===== config.mk =====
export PLATFORM = sky130hd
export DESIGN_NAME = accel_self_test_timing
export DESIGN_NICKNAME = d
export VERILOG_FILES = /design/src/accel_self_test_pkg.sv /design/src/accel_self_test_timing.sv /design/src/idle_phase_timer.sv
export SDC_FILE = /design/constraint.sdc
export NUM_CORES = 1
export LEC_CHECK = 0
export BUFFER_PORTS_ARGS = -buffer_cell sky130_fd_sc_hd__buf_4
export CORE_UTILIZATION = 50
export CTS_CLUSTER_DIAMETER = 60
export DETAILED_ROUTE_END_ITERATION = 6
export PLACE_DENSITY = 0.75
export SLEW_MARGIN = 25
export SYNTH_ARGS = -nofsm -noshare
export SYNTH_HDL_FRONTEND = slang
export SYNTH_SLANG_ARGS = --single-unit
export TNS_END_PERCENT = 10

===== constraint.sdc =====
create_clock -name clock -period 3.05 [get_ports clock]
set_input_delay 0 -clock clock [delete_from_list [all_inputs] [get_ports clock]]
set_output_delay 0 -clock clock [all_outputs]
set_load 0.005 [all_outputs]

===== src/accel_self_test_pkg.sv =====
package accel_self_test_pkg;

    // Core clock
    localparam int CLK_PERIOD_NS = 50;

    // Idle phase timing in nanoseconds
    localparam int IDLE_BASE_NS = 312500;
    localparam int IDLE_STEP_NS = 31250;
    localparam int IDLE_BASE_CYC = IDLE_BASE_NS / CLK_PERIOD_NS;
    localparam int IDLE_STEP_CYC = IDLE_STEP_NS / CLK_PERIOD_NS;

    // Idle counter width, wide enough for base plus 31 steps
    localparam int IDLE_CNT_W = 15;
    localparam logic [IDLE_CNT_W-1:0] IDLE_STEP = IDLE_STEP_CYC[IDLE_CNT_W-1:0];

    // Register indices; byte address is four times the index
    localparam logic [7:0] IDX_IDLE_CFG = 8'h37;
    localparam logic [7:0] IDX_DEC_CFG = 8'h38;
    localparam logic [7:0] IDX_SENSOR_CFG = 8'h3a;
    localparam logic [7:0] IDX_STATUS = 8'h3b;
    localparam int ADDR_W = 10;

    // Reset values
    localparam logic [7:0] IDLE_CFG_RST = 8'h00;
    localparam logic [7:0] DEC_CFG_RST = 8'h00;
    localparam logic [7:0] SENSOR_CFG_RST = 8'h00;

    // Field positions
    localparam int IDLE_CODE_LSB = 0;
    localparam int IDLE_CODE_W = 5;
    localparam int DEC_CODE_LSB = 0;
    localparam int DEC_CODE_W = 4;
    localparam int ODR_LSB = 0;
    localparam int ODR_W = 4;
    localparam int PMODE_LSB = 4;
    localparam int PMODE_W = 2;
    localparam int AXIS_LSB = 6;
    localparam int AXIS_W = 2;

    // Status fields
    localparam int STAT_ACTIVE_BIT = 0;
    localparam int STAT_NEG_BIT = 1;
    localparam int STAT_CNT_LSB = 2;

    // Decimation
    localparam int SAMPLE_W = 13;
    localparam logic [DEC_CODE_W-1:0] DEC_SAT_CODE = 4'hc;
    localparam logic [SAMPLE_W-1:0] DEC_MAX_SAMPLES = 13'h1000;
    localparam logic [AXIS_W-1:0] AXIS_OFF = 2'h0;

    // Rate and power mode held while self-test owns the timing
    localparam logic [PMODE_W-1:0] PMODE_SELFTEST = 2'h0;
    localparam logic [ODR_W-1:0] ODR_SELFTEST = 4'h0;

    typedef enum logic {SELF_OFF, SELF_RUN} self_state_e;

endpackage


===== src/accel_self_test_timing.sv =====
// The APB slave port was decided locally.
`timescale 1ns/100ps
// Operation
// - Idle register holds a 5-bit idle code in bits 4:0; upper bits unused.
// - Idle phase lasts 312.5 us plus 31.25 us times the idle code.
// - Decimation register holds a 4-bit code in bits 3:0, range 1..4096.
// - Codes 0..12 give 2^code samples; codes 13..15 saturate at 4096.
// - Measurement period equals the sample count times the idle-phase duration.
// - Idle code 0, decimation 0 gives 0.3125 ms; each decimation step up to code 12 halves rate.
// - During self-test, user ODR and power mode are ignored.
// - Axis select written to zero ends self-test and restores user settings.
module accel_self_test_timing
    import accel_self_test_pkg::*;
#(
    parameter int IDLE_BASE_CYCLES = IDLE_BASE_CYC
) (
    input wire logic clock,
    input wire logic reset_n,
    input wire logic psel,
    input wire logic penable,
    input wire logic pwrite,
    input wire logic [ADDR_W-1:0] paddr,
    input wire logic [31:0] pwdata,
    input wire logic [3:0] pstrb,
    output logic [31:0] prdata,
    output logic pready,
    output logic pslverr,
    output logic selftestActive,
    output logic excitationNegative,
    output logic sampleStrobe,
    output logic periodDone,
    output logic [ODR_W-1:0] effOdrCode,
    output logic [PMODE_W-1:0] effPowerMode,
    output logic [AXIS_W-1:0] activeAxis
);

    // Samples per measurement period for a decimation code
    // Codes above the last power of two saturate at the top count
    function automatic logic [SAMPLE_W-1:0] decSamples(
        input logic [DEC_CODE_W-1:0] code
    );
        logic [SAMPLE_W-1:0] n;
        if (code > DEC_SAT_CODE) begin
            n = DEC_MAX_SAMPLES;
        end else begin
            n = SAMPLE_W'(1) << code;
        end
        return n;
    endfunction

    // Register index from a byte address
    // Offsets are word aligned, so each word sits at four times its index
    function automatic logic [7:0] regIndex(input logic [ADDR_W-1:0] a);
        return a[ADDR_W-1:2];
    endfunction

    // Local reset copy; only the second flop is read by the logic
    logic resetSync1;
    logic resetN;

    // Reset release through two flops
    // Reset takes hold at once, release waits two edges so that no
    // flop leaves reset on a different edge than its neighbours
    always_ff @(posedge clock or negedge reset_n) begin
        if (!reset_n) begin
            resetSync1 <= 1'b0;
            resetN <= 1'b0;
        end else begin
            resetSync1 <= 1'b1;
            resetN <= resetSync1;
        end
    end

    // Register file
    // Three byte registers behind one aligned word each; the upper
    // three bytes of every word read as zero and ignore writes
    // Stored bytes and their next values
    logic [7:0] idleCfg;
    logic [7:0] decCfg;
    logic [7:0] sensorCfg;
    logic [7:0] next_idleCfg;
    logic [7:0] next_decCfg;
    logic [7:0] next_sensorCfg;
    // Bus answer staging
    logic [31:0] next_prdata;
    logic next_pready;
    logic next_pslverr;
    logic [31:0] statusWord;
    logic setupPhase;
    logic writeDone;
    logic mapped;
    logic [7:0] idx;

    // Fields taken from the stored bytes
    logic [IDLE_CODE_W-1:0] idleCode;
    logic [DEC_CODE_W-1:0] decCode;
    logic [ODR_W-1:0] userOdr;
    logic [PMODE_W-1:0] userPmode;
    logic [AXIS_W-1:0] axisSelect;

    // Field extraction; upper bits of the idle and decimation registers unused
    assign idleCode = idleCfg[IDLE_CODE_LSB +: IDLE_CODE_W];
    assign decCode = decCfg[DEC_CODE_LSB +: DEC_CODE_W];
    assign userOdr = sensorCfg[ODR_LSB +: ODR_W];
    assign userPmode = sensorCfg[PMODE_LSB +: PMODE_W];
    assign axisSelect = sensorCfg[AXIS_LSB +: AXIS_W];

    // Samples finished in the current measurement period
    logic [SAMPLE_W-1:0] sampleCount;

    // Status word shows the block's own state
    // Bit 0 active, bit 1 direction, then the running sample count
    always_comb begin
        statusWord = '0;
        statusWord[STAT_ACTIVE_BIT] = selftestActive;
        statusWord[STAT_NEG_BIT] = excitationNegative;
        statusWord[STAT_CNT_LSB +: SAMPLE_W] = sampleCount;
    end

    assign idx = regIndex(paddr);
    assign setupPhase = psel && !penable;
    assign writeDone = psel && penable && pready && pwrite && !pslverr;

    // Address decode
    // Status is the only read-only entry in the map
    always_comb begin
        case (idx)
            IDX_IDLE_CFG,
            IDX_DEC_CFG,
            IDX_SENSOR_CFG,
            IDX_STATUS: mapped = 1'b1;
            default: mapped = 1'b0;
        endcase
    end

    // APB answer: ready in the first access cycle, error when unmapped
    // Zero wait states keep the bus simple; read data is captured at the
    // setup edge, so a read sees the value stored before that edge
    always_comb begin
        next_pready = setupPhase;
        next_pslverr = 1'b0;
        next_prdata = '0;
        if (setupPhase) begin
            next_pslverr = !mapped || (pwrite && idx == IDX_STATUS);
            if (!pwrite) begin
                case (idx)
                    IDX_IDLE_CFG: next_prdata = {24'h000000, idleCfg};
                    IDX_DEC_CFG: next_prdata = {24'h000000, decCfg};
                    IDX_SENSOR_CFG: next_prdata = {24'h000000, sensorCfg};
                    IDX_STATUS: next_prdata = statusWord;
                    default: next_prdata = '0;
                endcase
            end
        end
    end

    // Register writes at the completing edge, low byte lane only
    // Writes need the low strobe; other lanes hold no storage
    always_comb begin
        next_idleCfg = idleCfg;
        next_decCfg = decCfg;
        next_sensorCfg = sensorCfg;
        if (writeDone && pstrb[0]) begin
            case (idx)
                IDX_IDLE_CFG: next_idleCfg = pwdata[7:0];
                IDX_DEC_CFG: next_decCfg = pwdata[7:0];
                IDX_SENSOR_CFG: next_sensorCfg = pwdata[7:0];
                default: next_sensorCfg = sensorCfg;
            endcase
        end
    end

    // Register storage, reset to zero
    always_ff @(posedge clock or negedge resetN) begin
        if (!resetN) begin
            idleCfg <= IDLE_CFG_RST;
            decCfg <= DEC_CFG_RST;
            sensorCfg <= SENSOR_CFG_RST;
            prdata <= '0;
            pready <= 1'b0;
            pslverr <= 1'b0;
        end else begin
            idleCfg <= next_idleCfg;
            decCfg <= next_decCfg;
            sensorCfg <= next_sensorCfg;
            prdata <= next_prdata;
            pready <= next_pready;
            pslverr <= next_pslverr;
        end
    end

    // Self-test sequencer
    // Configuration edits take effect at once, even mid-period; software
    // should stop self-test before changing the timing fields
    self_state_e state;
    self_state_e next_state;
    logic idleTick;
    logic timerRun;
    // Next values of the sequencer outputs
    logic [SAMPLE_W-1:0] next_sampleCount;
    logic next_negative;
    logic next_sampleStrobe;
    logic next_periodDone;
    logic next_active;
    // Effective settings staged for the outputs
    logic [ODR_W-1:0] next_effOdr;
    logic [PMODE_W-1:0] next_effPmode;
    logic [AXIS_W-1:0] next_activeAxis;
    logic [SAMPLE_W-1:0] lastSample;

    // Timer runs only while engaged and an axis is still selected
    assign timerRun = (state == SELF_RUN) && (axisSelect != AXIS_OFF);

    // Idle phase timer: one tick per idle-phase duration
    // Base and step are counted in core clocks
    idle_phase_timer #(
        .BASE_CYCLES(IDLE_BASE_CYCLES)
    ) idleTimer (
        .clock(clock),
        .resetN(resetN),
        .run(timerRun),
        .idleCode(idleCode),
        .tick(idleTick)
    );

    // Last sample index of a period; saturated codes share one count
    assign lastSample = decSamples(decCode) - 1'b1;

    // Run state follows the axis select; counts samples per period
    always_comb begin
        next_state = state;
        next_sampleCount = sampleCount;
        next_negative = excitationNegative;
        next_sampleStrobe = 1'b0;
        next_periodDone = 1'b0;
        case (state)
            SELF_OFF: begin
                next_sampleCount = '0;
                next_negative = 1'b0;
                if (axisSelect != AXIS_OFF) begin
                    next_state = SELF_RUN;
                end
            end
            SELF_RUN: begin
                if (axisSelect == AXIS_OFF) begin
                    next_state = SELF_OFF;
                    next_sampleCount = '0;
                    next_negative = 1'b0;
                end else if (idleTick) begin
                    next_sampleStrobe = 1'b1;
                    if (sampleCount >= lastSample) begin
                        // decSamples(decCode) idle durations make one period
                        next_periodDone = 1'b1;
                        next_sampleCount = '0;
                        next_negative = !excitationNegative;
                    end else begin
                        next_sampleCount = sampleCount + 1'b1;
                    end
                end
            end
            default: next_state = SELF_OFF;
        endcase
    end

    // Effective rate and power mode: user values only outside self-test
    // Registered so that the suspended settings switch on one edge
    always_comb begin
        next_active = (next_state == SELF_RUN);
        if (next_active) begin
            next_effOdr = ODR_SELFTEST;
            next_effPmode = PMODE_SELFTEST;
            next_activeAxis = axisSelect;
        end else begin
            next_effOdr = userOdr;
            next_effPmode = userPmode;
            next_activeAxis = AXIS_OFF;
        end
    end

    // Sequencer registers
    // Direction and counts clear on reset and whenever self-test stops
    always_ff @(posedge clock or negedge resetN) begin
        if (!resetN) begin
            state <= SELF_OFF;
            sampleCount <= '0;
            excitationNegative <= 1'b0;
            sampleStrobe <= 1'b0;
            periodDone <= 1'b0;
            selftestActive <= 1'b0;
            effOdrCode <= '0;
            effPowerMode <= '0;
            activeAxis <= AXIS_OFF;
        end else begin
            state <= next_state;
            sampleCount <= next_sampleCount;
            excitationNegative <= next_negative;
            sampleStrobe <= next_sampleStrobe;
            periodDone <= next_periodDone;
            selftestActive <= next_active;
            effOdrCode <= next_effOdr;
            effPowerMode <= next_effPmode;
            activeAxis <= next_activeAxis;
        end
    end

endmodule // accel_self_test_timing


===== src/idle_phase_timer.sv =====
`timescale 1ns/100ps
module idle_phase_timer
    import accel_self_test_pkg::*;
#(
    parameter int BASE_CYCLES = IDLE_BASE_CYC
) (
    input wire logic clock,
    input wire logic resetN,
    input wire logic run,
    input wire logic [IDLE_CODE_W-1:0] idleCode,
    output logic tick
);

    logic [IDLE_CNT_W-1:0] count;
    logic [IDLE_CNT_W-1:0] next_count;
    logic next_tick;
    logic [IDLE_CNT_W-1:0] lastCount;

    // Last count of one idle phase: base plus code steps, minus one
    always_comb begin
        lastCount = BASE_CYCLES[IDLE_CNT_W-1:0]
            + IDLE_CNT_W'(idleCode * IDLE_STEP) - 1'b1;
        next_count = '0;
        next_tick = 1'b0;
        if (run) begin
            if (count >= lastCount) begin
                next_tick = 1'b1;
            end else begin
                next_count = count + 1'b1;
            end
        end
    end

    // Counter and end-of-phase pulse
    always_ff @(posedge clock or negedge resetN) begin
        if (!resetN) begin
            count <= '0;
            tick <= 1'b0;
        end else begin
            count <= next_count;
            tick <= next_tick;
        end
    end

endmodule // idle_phase_timer


==> implementation parameters, run 1 <==
Parameter                              Value

Route
  Drc violations    0
  Post-route antenna net violation count    0
  DR vias    approximately 4300
  Number of DRC markers after the initial detailed-route iteration    around 250
  Mean number of vias per cell    between 5 and 6
  Final Routed Wirelength    about 12000 um
  Number of iterations in the first detailed-routing pass    4
  Routed length per instance    about 16 um

STA
  Unrepaired setup endpoints after global routing    true
  Number of hold-slack violations in the final timing report    0
  Final worst setup slack    -0.989 ns
  Final setup violation count    31
  Minimum period implied by the final worst setup slack    just over 4 ns
  Setup total negative slack    -19.60 ns
  Final setup skew    between 0.015 and 0.02 ns
  Worst hold-check slack    0.0390 ns
  Final Cycle Share    1.32
  F_max    around 0.25 GHz
  Slew at the pin closest to its max-slew limit    0.874 ns
  Number of slew-limit violations in the final report    0
  Slew Limit Headroom    0.415

Global routing
  Vias in the first global route    4361
  GR Overflow Total    0
  Initial antenna violation count    0
  Overall fraction of global-route tracks in use    0.236
  First-pass GRT wire length    between 20000 and 25000 um
  Pin count of the biggest net entering global routing    83

Setup path
  Ordered cell list for the critical path    inv_2 -> fa_1 -> inv_2 -> fa_1 -> inv_2 -> ha_4 -> a41o_1 -> a21oi_2 -> o21ba_4 -> o21bai_1 -> xnor2_1 -> ha_1 -> a21o_1 -> a21o_1 -> a21oi_2 -> o21ai_1 -> a21o_1 -> buf_12 -> nor3_2
  Levels on crit path    19
  Delay-heaviest family, CP    adder cells
  Buffering stage count on the worst path with inverters included    4
  Worst path slowest cell    sky130_fd_sc_hd__fa_1
  Sort of element at the end of the critical path    flop
  Largest incremental delay on the critical path    roughly 0.55 ns
  Startpoint types    flop
  Signal arrival time at the worst endpoint    roughly 4.3 ns
  Largest fanout on the critical path    16
  WP data required    roughly 3.3 ns
  Worst reg-to-reg path cell count    19
  Critical path class    reg2reg

Pwr
  Ratio of total power to cell area    about 310 nW/um^2
  Worst supply voltage drop on vdd    about 200 uV
  Leakage component of the power    roughly 3.3 nW

Clocking
  Number of H-tree levels    3
  TritonCTS clock tree    built
  Clock edge transition at the registers on the reported setup and hold paths    ~0.09 ns
  Number of buffers inserted during clock tree synthesis    9
  Clock Path Buffers    2
  Clock Tree Root    sky130_fd_sc_hd__clkbuf_8
  Clock latency at the later pin of the worst-skew pair    around 0.36 ns
  Clock net sink count    84

Placement
  Detailed-placement wirelength estimate    between 8000 and 9000 um
  Routability-driven placement congestion ratio    around 0.86
  Count of buffers inserted at the top-level ports    50
  DP Worst Slack    -1.01 ns

Synth
  FF+latch count, synth    84
  EDFF count, synth    0
  Sequential-to-total area share from yosys stat    0.400
  Synth cell types    56
  Dominant synthesized flop cell    sky130_fd_sc_hd__dfrtp_1
  Cells after Synth    between 500 and 600
  Yosys synthesis warning count    0
  Async set-reset flop share out of synthesis    1.00
  Post-synthesis instance area    5250 sq um
  Mean instance size in the synthesized netlist    approximately 10 sq um

Min path
  Classification of the worst-slack hold path    in2reg
  Hold Crit Depth    3

Floorplanning
  Full die area    ~11000 sq um
  Top Ports    97
  Vertical extent of the die    approximately 100 um
  Number of rows in the core area    37
  Area of the core    10200 sq um
  Die boundary width    ~100 um
  Initial core utilization    0.513

Final layout
  Count of inserted antenna diode cells    0
  Share of cells above drive strength 1    0.316
  # nets final    ~740
  Area Overhead vs Synth    25.5%

Run
  Max-Cap Viols    0

Run status
  Violations in the final reports    setup timing
  Status    finished, violations left
-- stage by stage --
step | total power (W) | instance area (sq um) | util | std cells
floorplan | 0.00120 | 5390 | - | 532
global placement | 0.00123 | 6090 | 0.595 | 733
detailed placement | 0.00123 | 6090 | 0.595 | 733
CTS | 0.00207 | 6520 | 0.637 | 764
global route | 0.00214 | 6590 | 0.644 | 766
finish | 0.00206 | 6590 | 0.644 | 766
-- final cells by class --
cell class	instances	area (sq um)
Tap cell	136	170
Inverter	27	101
Timing Repair Buffer	114	916
Clock buffer	10	138
Sequential cell	84	2110
Multi-Input combinational cell	389	3080
Clock inverter	6	70.1
Fill cell	781	3640
-- flip-flops by register name, summed over array words and instances (netlist names), 2 cells and up --
| register | count |
|---|---|
| sampleCount | 13 |
| idleTimer.count | 15 |
| activeAxis | 2 |
| prdata | 15 |
| effPowerMode | 2 |
| sensorCfg | 8 |
| idleCfg | 8 |
| decCfg | 8 |
| effOdrCode | 4 |
-- synth_stat cells (12+ instances only) --
cell	n	area (sq um)
sky130_fd_sc_hd__nor2_1	29	109
sky130_fd_sc_hd__xnor2_1	19	166
sky130_fd_sc_hd__nand2_1	34	128
sky130_fd_sc_hd__and3_1	12	75.1
sky130_fd_sc_hd__xor2_1	15	131
sky130_fd_sc_hd__nor3_1	24	120
sky130_fd_sc_hd__ha_1	55	688
sky130_fd_sc_hd__mux2_2	31	349
sky130_fd_sc_hd__nand3_1	17	85.1
sky130_fd_sc_hd__inv_1	27	101
sky130_fd_sc_hd__dfrtp_1	84	2100
sky130_fd_sc_hd__a21oi_1	27	135
sky130_fd_sc_hd__buf_4	17	128
sky130_fd_sc_hd__clkbuf_1	12	45.0
sky130_fd_sc_hd__o21ai_0	16	80.1
-- worst paths after layout --
check / start / endpoint / slack [ns]
max: idleCfg[1]$_DFFE_PN0P_ / idleTimer.count[14]$_DFF_PN0_ / -0.99
min: paddr[2] / pslverr$_DFF_PN0_ / 0.04
max reg2reg: idleCfg[1]$_DFFE_PN0P_ / idleTimer.count[14]$_DFF_PN0_ / -0.99
min reg2reg: resetN$_DFF_PN0_ / sampleCount[12]$_DFFE_PN0P_ / 0.31
max in group asynchronous: resetN$_DFF_PN0_ / idleCfg[3]$_DFFE_PN0P_ / 2.10
min in group asynchronous: resetN$_DFF_PN0_ / sampleCount[12]$_DFFE_PN0P_ / 0.31
-- layer usage --
layer,global-route usage,up-vias,wire length (um)
met2,0.416,95,6430
met4,0.0806,0,283
li1,-,2007,-
met5,0,-,0
met1,0.289,2132,5230
met3,0.0401,24,326
-- kinds of logic after synthesis --
family / Yosys count / synth area share
AO/OA/AOI/OAI: 83 / 0.104
XOR/XNOR: 34 / 0.0567
adder cells (fa/ha/maj): 60 / 0.150
buffers and inverters: 59 / 0.0589
flip-flops: 84 / 0.400
multiplexers: 32 / 0.0684
other: 2 / 0.00143
AND/OR/NAND/NOR: 162 / 0.160
-- repair_timing --
action,CTS,global route
buffers inserted,1,1
endpoints found under the hold margin,28,0
cloned,0,0
gates resized for setup,15,11
pin swaps,6,6
hold buffers,14,0
setup endpoints to repair,31,31
-- layout by cell type (no fill, tap or decap), types with 18 or more instances in the layout --
master,instances
sky130_fd_sc_hd__a21oi_1,23
sky130_fd_sc_hd__buf_4,98
sky130_fd_sc_hd__conb_1,18
sky130_fd_sc_hd__dfrtp_1,80
sky130_fd_sc_hd__ha_1,50
sky130_fd_sc_hd__inv_1,20
sky130_fd_sc_hd__mux2_2,31
sky130_fd_sc_hd__nand2_1,34
sky130_fd_sc_hd__nor2_1,28
sky130_fd_sc_hd__xnor2_1,19
-- power by group --
group / switching (W) / internal, W / total [W]
logic: 0.0000471 / 0.0000495 / 0.0000966
registers: 0.0000114 / 0.00112 / 0.00113
clock network: 0.000428 / 0.000408 / 0.000836
total: 0.000487 / 0.00157 / 0.00206
-- tightest hold or removal path: cells and delay by family --
family	cells	cell delay [ns]
compound gates	2	0.24
buf+inv	1	0.11
Note: power is estimated with default switching activity, not from simulation.
==> inputs of run 2 (changes only) <==
RECOVER_POWER = 50   (was unset)
==> implementation parameters, run 2 (synthesis results as in run 1) <==
Parameter                              Value

Setup path
  Critical path class    reg2reg
  Sort of element at the end of the critical path    flop
  Startpoint types    flop
  Largest incremental delay on the critical path    0.52 ns
  WP data required    around 3.3 ns
  Largest fanout on the critical path    16
  Ordered cell list for the critical path    inv_2 -> fa_1 -> inv_2 -> fa_1 -> inv_2 -> ha_4 -> a41o_1 -> a21oi_2 -> o21ba_4 -> o21bai_1 -> xnor2_1 -> ha_1 -> a21o_1 -> a21o_1 -> a21oi_2 -> o21ai_1 -> a21o_1 -> buf_12 -> nor3_2
  Worst path slowest cell    sky130_fd_sc_hd__fa_1
  Signal arrival time at the worst endpoint    ~4.3 ns

Global routing
  Initial antenna violation count    0
  Pin count of the biggest net entering global routing    between 80 and 90
  Vias in the first global route    between 4000 and 5000
  First-pass GRT wire length    20500 um
  GR Overflow Total    0
  Overall fraction of global-route tracks in use    0.236

STA
  F_max    ~0.25 GHz
  Setup total negative slack    -19.46 ns
  Number of hold-slack violations in the final timing report    0
  Final Cycle Share    1.32
  Final worst setup slack    -0.968 ns
  Minimum period implied by the final worst setup slack    ~4 ns
  Slew Limit Headroom    -0.00775
  Final setup skew    0.0172 ns
  Unrepaired setup endpoints after global routing    true
  Final setup violation count    31
  Number of slew-limit violations in the final report    39
  Slew at the pin closest to its max-slew limit    around 1.5 ns

Pwr
  Sw Pwr    about 0.0005 W
  Leakage component of the power    between 3 and 4 nW
  Worst supply voltage drop on vdd    198 uV
  Sequential group share of total power    0.548
  Ratio of total power to cell area    314 nW/um^2
  Comb power frac    0.046
  Cell-internal power    approximately 0.0016 W
  Fraction of power spent switching nets    0.236
  Power share of the clock group    0.407

Clocking
  TritonCTS clock tree    built
  Clock Tree Root    sky130_fd_sc_hd__clkbuf_8
  Clock Path Buffers    2
  Number of buffers inserted during clock tree synthesis    9
  Clock latency at the later pin of the worst-skew pair    0.36 ns
  Number of H-tree levels    3
  Clock edge transition at the registers on the reported setup and hold paths    approximately 0.09 ns
  Clock net sink count    84

Min path
  Classification of the worst-slack hold path    in2reg

Route
  DR vias    approximately 4300
  Detailed-routed wire length on met3    389 um
  Met1 wire length    between 5000 and 6000 um
  Highest routed layer    met4
  Mean number of vias per cell    about 5.6
  Final Routed Wirelength    12300 um
  Drc violations    0
  Number of DRC markers after the initial detailed-route iteration    241
  Met2 routed WL    roughly 6400 um
  Number of iterations in the first detailed-routing pass    4
  Routed length per instance    ~16 um
  Post-route antenna net violation count    0

Placement
  Routability-driven placement congestion ratio    about 0.86
  Count of buffers inserted at the top-level ports    50
  DP Worst Slack    -1.01 ns
  Detailed-placement wirelength estimate    8630 um
  Cell Count Post-Placement    between 700 and 800

Run status
  Status    finished, violations left
  Violations in the final reports    capacitance limit, slew limit, setup timing

Final layout
  Count of inserted antenna diode cells    0
  Commonest non-fill, non-tap cells in the layout    81 x sky130_fd_sc_hd__dfrtp_1, 68 x sky130_fd_sc_hd__buf_4, 50 x sky130_fd_sc_hd__ha_1
  # nets final    ~740
  Biggest regs    idleTimer.count x15, prdata x15, sampleCount x13
  Share of cells above drive strength 1    0.313
  Fin cells    around 770
  Most frequent standard cell in the layout excluding fill and tap cells    sky130_fd_sc_hd__dfrtp_1
  Area Overhead vs Synth    25.1%

Floorplanning
  Top Ports    just under 100
  Vertical extent of the die    between 100 and 150 um
  Full die area    ~11000 sq um
  Initial core utilization    0.513
  Die boundary width    between 100 and 150 um
  Area of the core    10200 sq um
  Number of rows in the core area    37

Run
  Max-Cap Viols    1
run 2: power by group through the flow:
stage / Sequential (W) / Combinational [W] / Clock, W
floorplan: 0.00116 / 0.0000444 / 0
global placement: 0.00116 / 0.0000647 / 0
detailed placement: 0.00116 / 0.0000667 / 0
CTS: 0.00114 / 0.0000820 / 0.000845
global route: 0.00113 / 0.000105 / 0.000898
finish: 0.00113 / 0.0000942 / 0.000837
run 2: final timing paths:
kind,startpoint,endpoint,slack (ns),depth (start not counted)
worst min-delay path,paddr[2],pslverr$_DFF_PN0_,0.03,3
min in group asynchronous,reset_n,resetN$_DFF_PN0_,0.50,3
worst max register to register,idleCfg[0]$_DFFE_PN0P_,idleTimer.count[14]$_DFF_PN0_,-0.97,19
worst min register to register,resetSync1$_DFF_PN0_,resetN$_DFF_PN0_,0.36,0
max in group asynchronous,resetN$_DFF_PN0_,idleCfg[3]$_DFFE_PN0P_,0.54,1
worst max-delay path,idleCfg[0]$_DFFE_PN0P_,idleTimer.count[14]$_DFF_PN0_,-0.97,19
run 2: through the flow:
step | power [W] | area [sq um] | hold WS [ns] | utilization
6_report | 0.00206 | 6560 | 0.0332 | 0.642
5_1_grt | 0.00213 | 6560 | 0.0308 | 0.642
4_1_cts | 0.00207 | 6520 | 0.0166 | 0.637
3_5_place_dp | 0.00123 | 6090 | -0.216 | 0.595
3_3_place_gp | 0.00123 | 6090 | -0.217 | 0.595
2_1_floorplan | 0.00120 | 5390 | -0.296 | -
run 2: final cells by class:
| type | count | area (sq um) |
|---|---|---|
| multi-input combinational | 389 | 3080 |
| inverter | 27 | 101 |
| clock buffer | 10 | 138 |
| clock inverter | 6 | 70.1 |
| fill | 787 | 3670 |
| timing repair buffer | 114 | 897 |
| sequential | 84 | 2110 |
| tap | 136 | 170 |
run 2: worst max-delay path: cells and delay by family (launching register included):
kind / cells / cell delay, ns
flops: 1 / 0.38
buf+inv: 4 / 0.31
simple gates: 1 / 0.19
xor+xnor: 1 / 0.14
fa+ha+maj: 4 / 1.57
compound gates: 9 / 1.36
run 2: layer usage:
| metal | GRT usage | vias to the layer above |
|---|---|---|
| met4 | 0.0806 | 0 |
| met2 | 0.416 | 94 |
| met1 | 0.289 | 2130 |
| li1 | - | 2009 |
| met5 | 0 | - |
| met3 | 0.0401 | 26 |
run 2: repair_timing:
action	in CTS	in global routing
buffers inserted	1	1
hold buffers	14	0
resized for setup	15	11
pin swaps	6	6
hold endpoints to repair	28	0
endpoints found under the setup margin	31	31
==> inputs of run 3 (changes only) <==
HOLD_SLACK_MARGIN = 0.12   (was unset)
==> implementation parameters, run 3 (synthesis results as in run 1) <==
Parameter                              Value

Run status
  Status    finished, violations left
  Violations in the final reports    capacitance limit, slew limit, setup timing

STA
  Number of slew-limit violations in the final report    39
  F_max    0.247 GHz
  Slew Limit Headroom    -0.00293
  Slew at the pin closest to its max-slew limit    1.50 ns
  Final setup violation count    31
  Final setup skew    0.0171 ns
  Minimum period implied by the final worst setup slack    4.04 ns
  Final Cycle Share    1.33
  Final worst setup slack    -0.992 ns
  Number of hold-slack violations in the final timing report    0
  Unrepaired setup endpoints after global routing    true

Placement
  Count of buffers inserted at the top-level ports    50
  Routability-driven placement congestion ratio    approximately 0.86
  DP Worst Slack    -1.01 ns
  Cell area after placement    slightly above 6000 sq um
  Detailed-placement wirelength estimate    roughly 8600 um

Global routing
  Pin count of the biggest net entering global routing    a little over 80
  Overall fraction of global-route tracks in use    0.237
  GR Overflow Total    0
  First-pass GRT wire length    20700 um
  Initial antenna violation count    0
  Vias in the first global route    4373

Setup path
  Worst reg-to-reg path cell count    19
  Buffering stage count on the worst path with inverters included    4
  Ordered cell list for the critical path    inv_2 -> fa_1 -> inv_2 -> fa_1 -> inv_2 -> ha_4 -> a41o_1 -> a21oi_2 -> o21ba_4 -> o21bai_1 -> xnor2_1 -> ha_1 -> a21o_1 -> a21o_1 -> a21oi_2 -> o21ai_1 -> a21o_1 -> buf_12 -> nor3_2
  Reg-to-Reg End    idleTimer.count[14]$_DFF_PN0_
  Largest incremental delay on the critical path    0.55 ns
  Signal arrival time at the worst endpoint    4.32 ns
  Largest fanout on the critical path    16
  Critical path class    reg2reg
  Sort of element at the end of the critical path    flop
  Worst path slowest cell    sky130_fd_sc_hd__fa_1
  Launch instance of the worst register-to-register path    idleCfg[1]$_DFFE_PN0P_
  Reg-to-reg slack, setup    -0.99 ns
  Delay-heaviest family, CP    adder cells
  WP data required    about 3.3 ns
  Startpoint types    flop

Clocking
  Clock net sink count    between 80 and 90
  Number of H-tree levels    3
  Number of buffers inserted during clock tree synthesis    9
  Clock Tree Root    sky130_fd_sc_hd__clkbuf_8
  TritonCTS clock tree    built
  Clock edge transition at the registers on the reported setup and hold paths    about 0.090 ns
  Clock Path Buffers    2
  Clock latency at the later pin of the worst-skew pair    between 0.3 and 0.4 ns

Final layout
  Fill cell instance count of the final layout    787
  Post-route cell area    around 6600 sq um
  Commonest non-fill, non-tap cells in the layout    81 x sky130_fd_sc_hd__dfrtp_1, 68 x sky130_fd_sc_hd__buf_4, 50 x sky130_fd_sc_hd__ha_1
  Biggest regs    idleTimer.count x15, prdata x15, sampleCount x13
  # nets final    about 740
  Most frequent standard cell in the layout excluding fill and tap cells    sky130_fd_sc_hd__dfrtp_1
  Area Overhead vs Synth    25.6%
  Count of inserted antenna diode cells    0
  Share of cells above drive strength 1    0.311

Min path
  Worst Hold End    prdata[7]$_DFF_PN0_
  Hold Crit Depth    4
  Hold Crit Start    paddr[5]
  Classification of the worst-slack hold path    in2reg

Pwr
  Worst supply voltage drop on vdd    199 uV
  Ratio of total power to cell area    312 nW/um^2
  Leakage component of the power    3.27 nW

Route
  Routed length per instance    between 15 and 20 um
  Drc violations    0
  Mean number of vias per cell    around 5.5
  Number of DRC markers after the initial detailed-route iteration    218
  DR vias    about 4300
  Final Routed Wirelength    between 10000 and 15000 um
  Post-route antenna net violation count    0
  Number of iterations in the first detailed-routing pass    4

Floorplanning
  Area of the core    roughly 10000 sq um
  Initial core utilization    0.513
  Number of rows in the core area    37
  Full die area    between 10000 and 15000 sq um
  Vertical extent of the die    between 100 and 150 um
  Die boundary width    around 100 um
  Top Ports    a little under 100

Run
  Max-Cap Viols    1
-- run 3: area by class of cell --
cell class / instances / area (sq um) / share of cell area
Multi-Input combinational cell: 389 / 3080 / 0.467
Clock buffer: 10 / 138 / 0.0209
Tap cell: 136 / 170 / 0.0258
Timing Repair Buffer: 117 / 927 / 0.141
Sequential cell: 84 / 2110 / 0.319
Inverter: 27 / 101 / 0.0154
Clock inverter: 6 / 70.1 / 0.0106
-- run 3: timing repair --
action                                  in CTS  in global routing
endpoints found under the setup margin      31                 31
endpoints found under the hold margin       35                  0
resized for setup                           15                 11
buffers inserted                             1                  1
pin swaps                                    6                  6
hold buffers                                17                  0
-- run 3: metal layers --
metal | up-vias | wire length, um | share of wire | GRT usage
met5 | - | 0 | 0 | 0
met4 | 0 | 295 | 0.024 | 0.0806
met3 | 26 | 341 | 0.028 | 0.0401
met2 | 96 | 6400 | 0.52 | 0.420
met1 | 2134 | 5310 | 0.43 | 0.292
li1 | 2011 | - | - | -
-- run 3: how the worst max path moves through the flow --
stage | endpoint | cells after the start | from | slack, ns
2_1_floorplan | idleTimer.count[6]$_DFF_PN0_ | 19 | idleCfg[1]$_DFFE_PN0P_ | -0.84
3_3_place_gp | idleTimer.count[3]$_DFF_PN0_ | 18 | idleCfg[2]$_DFFE_PN0P_ | -0.84
3_5_place_dp | idleTimer.count[4]$_DFF_PN0_ | 18 | idleCfg[2]$_DFFE_PN0P_ | -1.01
4_1_cts | idleTimer.count[2]$_DFF_PN0_ | 19 | idleCfg[1]$_DFFE_PN0P_ | -0.93
5_1_grt | idleTimer.count[2]$_DFF_PN0_ | 19 | idleCfg[1]$_DFFE_PN0P_ | -1.13
6_report | idleTimer.count[14]$_DFF_PN0_ | 19 | idleCfg[1]$_DFFE_PN0P_ | -0.99
-- run 3: power by group --
| group | leakage (nW) | internal, W | switching, W |
|---|---|---|---|
| Combinational | 2.00 | 0.0000496 | 0.0000473 |
| Clock | 0.107 | 0.000408 | 0.000424 |
| Sequential | 1.16 | 0.00112 | 0.0000110 |
| Total | 3.27 | 0.00157 | 0.000482 |
-- run 3: stage by stage --
stage           util  TNS (ns)  instances  hold slack [ns]  power (W)
3_5_place_dp   0.595    -21.02        733           -0.216    0.00123
6_report       0.644    -19.63        769            0.135    0.00206
3_3_place_gp   0.595    -18.17        733           -0.217    0.00123
2_1_floorplan      -    -19.79        532           -0.296    0.00120
4_1_cts        0.640    -18.54        767            0.124    0.00207
5_1_grt        0.644    -25.26        769            0.159    0.00213
-- run 3: worst min-delay path, cell delays in order --
cell and delay [ns]:
sky130_fd_sc_hd__buf_4 0.09, sky130_fd_sc_hd__nor3b_2 0.11, sky130_fd_sc_hd__a22oi_1 0.16, sky130_fd_sc_hd__a21oi_1 0.09
